--- src/include/core_sfr_map.vh ---
// Offsets, field positions, reset values of the core special-function registers
`ifndef CORE_SFR_MAP_VH
`define CORE_SFR_MAP_VH
`define STATUS_ADDR      9'h003
`define STATUS_ADDR_ALT  9'h083
`define INTCTL_ADDR      9'h00b
`define INTCTL_ADDR_ALT  9'h08b
`define OPTION_ADDR      9'h081
`define PIE_ADDR         9'h08c
`define ST_IBANK         7
`define ST_RPHI          6
`define ST_RPLO          5
`define ST_WDT           4
`define ST_PD            3
`define ST_ZERO          2
`define ST_DC            1
`define ST_C             0
`define OPT_PULLUP       7
`define OPT_EDGE         6
`define OPT_T0SRC        5
`define OPT_T0EDGE       4
`define OPT_PSA          3
`define IC_GIE           7
`define IC_PERIPH_IRQ_EN          6
`define IC_T0EN          5
`define IC_EXTEN         4
`define IC_PCEN          3
`define IC_T0F           2
`define IC_EXTF          1
`define IC_PCF           0
`define STATUS_RST       8'h18
`define OPTION_RST       8'hff
`define INTCTL_RST       8'h00
`define PIE_RST          8'h00
`endif

--- src/logic/core_status_option_irq_regs.v ---
// Core status, option, interrupt-control and peripheral-enable registers
// Operation
// [RULE1] Flag-affecting instruction overrides written Z, DC, C
// [RULE2] Timeout and power-down bits ignore writes
// [RULE3] Two direct bank bits pick 128-byte bank
// [RULE4] Indirect bank bit picks banks 0-1 or 2-3
// [RULE5] Timeout flag set on powerup/clear/sleep, cleared on timeout
// [RULE6] Power-down flag set on powerup/clear, cleared on sleep
// [RULE7] Zero flag follows whether result is zero
// [RULE8] Nibble carry from bit 3, inverted for borrow
// [RULE9] Carry from msb; borrow inverted; rotate loads it
// [RULE10] Software alters status only with non-flag instructions
// [RULE11] Software keeps status bits 7:6 cleared
// [RULE12] Option bit 7 disables all port-B pull-ups
// [RULE13] Option bit 6 selects external interrupt edge
// [RULE14] Option bit 5 selects timer0 clock source
// [RULE15] Option bit 4 selects timer0 external edge
// [RULE16] Option bit 3 assigns prescaler; timer0 then 1:1
// [RULE17] Rate n divides timer0 2^(n+1), watchdog 2^n
// [RULE18] Flags set regardless of enables
// [RULE19] Global enable gates all; peripheral enable gates peripherals
// [RULE20] Timer0 overflow sets flag; enable bit 5; software clears
// [RULE21] External pin edge sets flag; enable bit 4
// [RULE22] Port-B high nibble change sets flag; enable bit 3
// [RULE23] Peripheral enable bit order fixed
// [RULE24] Peripheral enables pair with same-position flags
// [RULE25] Interrupt request from enabled flags under global enable
`timescale 1ns/1ps
`include "core_sfr_map.vh"

module core_status_option_irq_regs #(
    parameter PORT_BITS = 4
) (
    // Clock and reset
    input  wire                 clock,
    input  wire                 rst,
    // Instruction unit register access
    input  wire [8:0]           reg_addr,
    input  wire                 reg_wr,
    input  wire [7:0]           reg_wdata,
    output reg  [7:0]           reg_rdata,
    // Instruction result flags
    input  wire                 flags_upd_z,
    input  wire                 flags_upd_dc,
    input  wire                 flags_upd_c,
    input  wire                 result_zero,
    input  wire                 result_dc,
    input  wire                 result_c,
    // Watchdog and power events
    input  wire                 watchdog_clear_instr,
    input  wire                 sleep_instr,
    input  wire                 wdt_timeout,
    // Event sources
    input  wire                 timer0_overflow,
    input  wire                 ext_irq_pin,
    input  wire [PORT_BITS-1:0] port_b_hi_pins,
    input  wire                 port_b_read,
    input  wire [7:0]           periph_flags,
    // Configuration outputs
    output reg  [1:0]           direct_bank,
    output reg                  indirect_bank_sel,
    output reg                  pullup_disable_n,
    output reg                  ext_irq_edge_sel,
    output reg                  timer0_clk_src,
    output reg                  timer0_ext_edge,
    output reg                  prescaler_assign,
    output reg  [2:0]           prescaler_rate,
    output reg  [3:0]           timer0_div_log2,
    output reg  [3:0]           wdt_div_log2,
    output reg  [7:0]           peripheral_irq_enable_out,
    output reg                  irq_request
);

    reg  [7:0]           status_r;
    reg  [7:0]           option_r;
    reg  [7:0]           intctl_r;
    reg  [7:0]           pie_r;
    reg                  ext_s1_r;
    reg                  ext_s2_r;
    reg                  ext_s3_r;
    reg  [PORT_BITS-1:0] pb_s1_r;
    reg  [PORT_BITS-1:0] pb_s2_r;
    reg  [PORT_BITS-1:0] pb_latch_r;
    reg  [7:0]           status_nxt;
    reg  [7:0]           intctl_nxt;
    reg  [7:0]           rdata_nxt;
    reg                  irq_nxt;

    wire sel_status = (reg_addr == `STATUS_ADDR) || (reg_addr == `STATUS_ADDR_ALT);
    wire sel_intctl = (reg_addr == `INTCTL_ADDR) || (reg_addr == `INTCTL_ADDR_ALT);
    wire sel_option = (reg_addr == `OPTION_ADDR);
    wire sel_pie    = (reg_addr == `PIE_ADDR);

    // Edge detection only on the second and third stages
    wire ext_rise = ext_s2_r & ~ext_s3_r;
    wire ext_fall = ~ext_s2_r & ext_s3_r;
    wire ext_edge = option_r[`OPT_EDGE] ? ext_rise : ext_fall;                 // [RULE13]
    // Mismatch against last latched value persists until port read
    wire pb_mismatch = (pb_s2_r != pb_latch_r);                                  // [RULE22]

    always @* begin
        status_nxt = status_r;
        if (reg_wr && sel_status) begin
            status_nxt[7:5] = reg_wdata[7:5];                                     // [RULE3] [RULE4]
            status_nxt[`ST_ZERO] = reg_wdata[`ST_ZERO];
            status_nxt[`ST_DC]   = reg_wdata[`ST_DC];
            status_nxt[`ST_C]    = reg_wdata[`ST_C];                              // [RULE2]
        end
        // Result flags override any write of the same bits
        if (flags_upd_z)
            status_nxt[`ST_ZERO] = result_zero;                                  // [RULE1] [RULE7]
        if (flags_upd_dc)
            status_nxt[`ST_DC] = result_dc;                                      // [RULE1] [RULE8]
        if (flags_upd_c)
            status_nxt[`ST_C] = result_c;                                        // [RULE1] [RULE9]
        if (watchdog_clear_instr) begin
            status_nxt[`ST_WDT] = 1'b1;                                           // [RULE5]
            status_nxt[`ST_PD]  = 1'b1;                                           // [RULE6]
        end else if (sleep_instr) begin
            status_nxt[`ST_WDT] = 1'b1;                                           // [RULE5]
            status_nxt[`ST_PD]  = 1'b0;                                           // [RULE6]
        end
        if (wdt_timeout)
            status_nxt[`ST_WDT] = 1'b0;                                           // [RULE5]
    end

    always @* begin
        intctl_nxt = intctl_r;
        if (reg_wr && sel_intctl)
            intctl_nxt = reg_wdata;
        // Hardware set wins over a same-cycle software clear
        if (timer0_overflow)
            intctl_nxt[`IC_T0F] = 1'b1;                                           // [RULE20] [RULE18]
        if (ext_edge)
            intctl_nxt[`IC_EXTF] = 1'b1;                                          // [RULE21] [RULE18]
        if (pb_mismatch)
            intctl_nxt[`IC_PCF] = 1'b1;                                           // [RULE22] [RULE18]
    end

    always @* begin
        irq_nxt = intctl_r[`IC_GIE] & (                                           // [RULE19] [RULE25]
                  (intctl_r[`IC_T0EN]  & intctl_r[`IC_T0F]) |
                  (intctl_r[`IC_EXTEN] & intctl_r[`IC_EXTF]) |
                  (intctl_r[`IC_PCEN]  & intctl_r[`IC_PCF]) |
                  (intctl_r[`IC_PERIPH_IRQ_EN]  & |(pie_r & periph_flags)));               // [RULE24]
    end

    always @* begin
        rdata_nxt = 8'h00;
        if (sel_status)
            rdata_nxt = status_r;
        else if (sel_intctl)
            rdata_nxt = intctl_r;
        else if (sel_option)
            rdata_nxt = option_r;
        else if (sel_pie)
            rdata_nxt = pie_r;
    end

    always @(posedge clock) begin
        if (rst) begin
            status_r   <= `STATUS_RST;
            option_r   <= `OPTION_RST;
            intctl_r   <= `INTCTL_RST;
            pie_r      <= `PIE_RST;
            ext_s1_r   <= 1'b0;
            ext_s2_r   <= 1'b0;
            ext_s3_r   <= 1'b0;
            pb_s1_r    <= {PORT_BITS{1'b0}};
            pb_s2_r    <= {PORT_BITS{1'b0}};
            pb_latch_r <= {PORT_BITS{1'b0}};
        end else begin
            status_r <= status_nxt;
            intctl_r <= intctl_nxt;
            if (reg_wr && sel_option)
                option_r <= reg_wdata;
            if (reg_wr && sel_pie)
                pie_r <= reg_wdata;                                               // [RULE23]
            ext_s1_r <= ext_irq_pin;
            ext_s2_r <= ext_s1_r;
            ext_s3_r <= ext_s2_r;
            pb_s1_r  <= port_b_hi_pins;
            pb_s2_r  <= pb_s1_r;
            // Reading the port ends the mismatch
            if (port_b_read)
                pb_latch_r <= pb_s2_r;                                            // [RULE22]
        end
    end

    // Registered copies of configuration fields
    always @(posedge clock) begin
        if (rst) begin
            reg_rdata                 <= 8'h00;
            direct_bank               <= 2'b00;
            indirect_bank_sel         <= 1'b0;
            pullup_disable_n          <= 1'b1;
            ext_irq_edge_sel          <= 1'b1;
            timer0_clk_src            <= 1'b1;
            timer0_ext_edge           <= 1'b1;
            prescaler_assign          <= 1'b1;
            prescaler_rate            <= 3'h7;
            timer0_div_log2           <= 4'h0;
            wdt_div_log2              <= 4'h7;
            peripheral_irq_enable_out <= 8'h00;
            irq_request               <= 1'b0;
        end else begin
            reg_rdata                 <= rdata_nxt;
            direct_bank               <= status_nxt[`ST_RPHI:`ST_RPLO];           // [RULE3]
            indirect_bank_sel         <= status_nxt[`ST_IBANK];                   // [RULE4]
            pullup_disable_n          <= (reg_wr && sel_option) ? reg_wdata[`OPT_PULLUP]
                                                                : option_r[`OPT_PULLUP];        // [RULE12]
            ext_irq_edge_sel          <= option_r[`OPT_EDGE];                     // [RULE13]
            timer0_clk_src            <= option_r[`OPT_T0SRC];                    // [RULE14]
            timer0_ext_edge           <= option_r[`OPT_T0EDGE];                   // [RULE15]
            prescaler_assign          <= option_r[`OPT_PSA];                      // [RULE16]
            prescaler_rate            <= option_r[2:0];
            // Timer0 runs 1:1 while watchdog owns the prescaler
            timer0_div_log2           <= option_r[`OPT_PSA] ? 4'h0
                                                            : ({1'b0, option_r[2:0]} + 4'h1); // [RULE16] [RULE17]
            wdt_div_log2              <= option_r[`OPT_PSA] ? {1'b0, option_r[2:0]}
                                                            : 4'h0;                           // [RULE17]
            peripheral_irq_enable_out <= pie_r;                                   // [RULE23]
            irq_request               <= irq_nxt;                                 // [RULE25]
        end
    end

endmodule // core_status_option_irq_regs

--- config.mk ---
export PLATFORM = sky130hd
export DESIGN_NAME = core_status_option_irq_regs
export DESIGN_NICKNAME = d
export VERILOG_FILES = /design/src/logic/core_status_option_irq_regs.v
export VERILOG_INCLUDE_DIRS = /design/src /design/src/include
export SDC_FILE = /design/constraint.sdc
export NUM_CORES = 1
export LEC_CHECK = 0
export BUFFER_PORTS_ARGS = -buffer_cell sky130_fd_sc_hd__clkbuf_2
export CORE_UTILIZATION = 30
export CTS_BUF_LIST = sky130_fd_sc_hd__clkbuf_4 sky130_fd_sc_hd__clkbuf_8
export CTS_CLUSTER_SIZE = 24
export DETAILED_ROUTE_END_ITERATION = 7
export PLACE_DENSITY = 0.48
export SLEW_MARGIN = 20
export SYNTH_ARGS = -nofsm -noshare
export SYNTH_HDL_FRONTEND = slang
export SYNTH_SLANG_ARGS = --single-unit
--- constraint.sdc ---
create_clock -name clock -period 4.85 [get_ports clock]
set_clock_uncertainty 0.2 [all_clocks]
set_input_delay 0.2425 -clock clock [delete_from_list [all_inputs] [get_ports clock]]
set_output_delay 0.2425 -clock clock [all_outputs]
set_load 0.02 [all_outputs]
# == After elaboration in Yosys (flattened, before gate mapping) ==
# Index checks and enable logic that the tools add are counted.
# Widths: inputs -> output; s select.
# word_totals
regBits,83
out_inout_bits,36
elab_cells,87
# classes
add_sub_neg,1
n_eq_ne,7
muxes,19
n_bitwise,13
reduce_logical,16
# op_table
cell,count
$eq 9x8->1 const B,4
$mux 8,4
$mux 3,4
$reduce_bool 2->1,6
$eq 9x2->1 const B,1
$eq 9x4->1 const B,1
$mux 1,9
$and 8x8->8,1
$reduce_or 8->1,1
$and 1x1->1,7
$add 3x1->4 const B,1
$logic_and 1x1->1,4
$mux 2,2
$ne 4x4->1,1
$reduce_or 2->1,2
$or 1x1->1,3
$reduce_bool 3->1,1
$logic_or 1x1->1,2
$not 1->1,2

# == Longest topological paths before layout ==
# depth
word_depth,5
ltp_mapped,6

# == Worst setup path after synthesis ==
# OpenSTA, ideal clock, no wires.
# synth_path
path_kind,input -> register
from,in reg_addr[8]
to,reg option_r[7]
arrival_time_ps,1484
required_time_ps,4526
setup_slack_ps,3042
stages,4
path_buffers,1
cell_sequence,nor4_4 -> nand3_1 -> clkbuf_1 -> a211o_1
# synth_via
elab_chain_len,2
# synth_lines
element,line_no,rtl
"start, declared",core_status_option_irq_regs.v:38,"input wire [8:0] reg_addr,"
$eq 9x8->1 (no line),-,
$logic_and 1x1->1,core_status_option_irq_regs.v:175,if (reg_wr && sel_option)
"end signal, assigned",core_status_option_irq_regs.v:163,option_r <= `OPTION_RST;
"end signal, assigned",core_status_option_irq_regs.v:176,option_r <= reg_wdata;
"end, declared",core_status_option_irq_regs.v:75,reg [7:0] option_r;
# Every way passes these cells.
# A chain may end at the register's enable or synchronous reset.

# == Final worst setup path ==
# layout_path
from,in reg_addr[8]
to,reg status_r[2]
# layout_via
elab_chain_len,4
word_cells_on_any_way,5
classes_between,2 x eq/ne; 3 x reduce/logical
# layout_lines
element,line_no,rtl
$eq 9x2->1 (no line) / $eq 9x8->1 (equally long branches),-,
$logic_or 1x1->1 (*),core_status_option_irq_regs.v:89,wire sel_status = (reg_addr == `STATUS_ADDR) || (reg_addr == `STATUS_ADDR_ALT);
$logic_and 1x1->1 (*),core_status_option_irq_regs.v:103,if (reg_wr && sel_status) begin
$reduce_bool 2->1 (no line) (*),-,
"end signal, assigned",core_status_option_irq_regs.v:162,status_r <= `STATUS_RST;
"end signal, assigned",core_status_option_irq_regs.v:173,status_r <= status_nxt;
"end, declared",core_status_option_irq_regs.v:74,reg [7:0] status_r;
# Every way passes the cells marked *; elsewhere a longest branch is shown, timed or not.

==> metrics <==
die height 101 um; Synth Register Bits 79; post-layout minimum cycle time 2090 ps; worst rel slew slack 0.515; clock slew at reported path FFs 80 ps; global-route wire length before repair 11.2 mm; Final Hold Viols 0; top cells by area, synth dfxtp_1 54%, mux2i_1 4.8%, nor2_1 4.5%, nor2b_1 4.5%, nand2_1 2.8%; Avg WL per Cell 13.6 um; RD Place Congestion 0.859; hold path cells 3; remaining global-route overflow 0; R2R cell count 3; Vias 2433; Total GRT Usage 0.148; Clk Latency, worst-skew pair 350 ps; share of cells above drive strength 1 0.262; actual slew at the worst max-slew pin 728 ps; CP Class in2reg; asr flop ratio synth 0; Worst EP required 4890 ps; # fillers 1015; Mapped Cells 308; Routed WL 7.23 mm; area of the core 9370 um2; # DRC 0; final setup TNS 0 ps; TritonCTS clock tree yes; synthesized area 2930 um2; share of the synthesized area in the top cell type 0.539; largest net degree at the start of global routing 72; Vias/cell 4.59; Antenna diodes 0; Root Driver clkbuf_8; initial antenna violation count 0; worst hold path class in2reg; status finished clean; Final Max Slew Viols 0; clk sinks 79; Placed Cells 495; Starting DRT DRC Count 98; io pins 80; PnR worst setup slack 2760 ps; Post-synth top flop dfxtp_1; crit path DAT 2130 ps; row count 35; die span in x 101 um; fin area 3790 um2; vias in the first global route 2155; drt pass-1 iters 4; area leader, netlist dfxtp_1; Max IR drop VDD 0.000190 V; ANT nets after route 0; IO buf count 78; Max Clk Rate 478 MHz; Starting Density 0.313; Worst Path Max Fanout 10; die area 10200 um2; placement-stage cell area 3400 um2; Setup WS pre-CTS 2630 ps; fin cells 530; static leakage 0.00167 uW; H-tree depth 3; Synth-to-Final Area Change 29.3%; EDFF count, synth 0; Final Cycle Share 0.431; fin util 0.405; crit path capture type register; synth warn 0; pwr dens 326 nW/um2; maxcap violations 0; Max Buffers Root-to-Sink 2; RSZ-0062 raised after global routing no; half-perimeter wire length after placement 5.15 mm; Synth cell types 37; setup violators final 0; syn_nets 353; fin nets 441; CP Launch Type input port; Setup Buffers After CTS 0; synthesized area per cell 9.53 um2; post-synthesis sequential area ratio 0.539; CTS Buf Count 9
-- power breakdown --
group	total (uW)	switching (uW)	internal [uW]
sequential	663	5.24	658
combinational	82.7	44.0	38.7
clock	492	235	257
-- cell usage in the layout (no fill, tap or decap), types with 7 or more instances in the layout --
master / n
inv_1: 14
o21ai_0: 9
nor3_1: 8
or2_2: 8
mux2i_1: 14
a211o_1: 8
clkbuf_2: 78
a21oi_1: 13
nand2_1: 22
a32oi_1: 7
nor2b_1: 21
dfxtp_1: 79
nor2_1: 35
dlygate4sd3_1: 19
clkbuf_8: 10
o31ai_1: 7
-- cell usage after synthesis (3+ instances only) --
cell type,number
a221oi_1,3
a21oi_1,13
dfxtp_1,79
a22oi_1,4
clkbuf_1,16
inv_1,14
or2_2,8
xnor2_1,5
and2_1,5
nor2b_1,21
nand4_1,3
a32oi_1,7
nand2b_1,3
nor2_1,35
mux2i_1,14
nor3_1,8
a41oi_1,3
nand3_1,4
a211o_1,8
o21ai_0,9
o31ai_1,7
nand2_1,22
buf_4,3
-- cell families (layout without fill, tap and decap cells) --
kind of cell               count (synthesis)  in the layout  share of synthesized area
AOI/OAI and AO/OA                         58             58                      0.140
xor gates and xnor gates                   5              5                     0.0149
muxes                                     14             14                     0.0478
other                                      1              1                    0.00128
DFF                                       79             79                      0.539
and+or+nand+nor                          115            115                      0.204
adders and majority gates                  1              1                    0.00426
buffers and inverters                     35            128                     0.0490
-- through the flow --
step	total power, uW	hold slack (ps)
detailed placement	750	223
floorplan	716	126
finish	1240	19.3
global route	1290	16.8
global placement	749	218
CTS	1250	11.9
-- worst max-delay path, stage by stage --
cell and delay [ps]:
clkbuf_2 100, nor4_4 560, nand3_1 380, nand2_1 170
a221oi_1 80, dlygate4sd3_1 600
-- sequential cells by signal, indices dropped and copies added, names as in the netlist, 8 cells and up --
signal                     flops
status_r                       8
pie_r                          8
option_r                       8
intctl_r                       8
peripheral_irq_enable_out      8
reg_rdata                      8
-- routing by layer --
metal	vias up	share of wire	GRT usage	wire (um)
met5	-	0	0	0
met2	80	0.45	0.225	3240
li1	1227	-	-	-
met4	0	0.020	0.0557	147
met1	1114	0.46	0.195	3320
met3	12	0.073	0.0499	525
-- final cells by class --
type | count | area (um2) | area share
clock buffers | 11 | 145 | 0.0382
multi-input cells | 194 | 1210 | 0.318
well taps | 129 | 161 | 0.0425
inverters | 14 | 52.6 | 0.0138
repair buffers | 98 | 588 | 0.155
clock inverters | 5 | 57.6 | 0.0152
flip-flops and latches | 79 | 1580 | 0.417
-- worst paths after layout --
path / from / to / slack (ps)
max: reg_addr[8] / status_r[2] / 2760
min: reg_wdata[2] / pie_r[2] / 20
max reg2reg: status_r[0] / status_r[0] / 3360
min reg2reg: pb_s1_r[0] / pb_s2_r[0] / 240
-- what timing repair did --
action                                 4_1_cts  5_1_grt
resized for setup                            0        0
endpoints found under the hold margin       15        0
hold buffers                                19        0
Power figures use the tool's default switching activity.
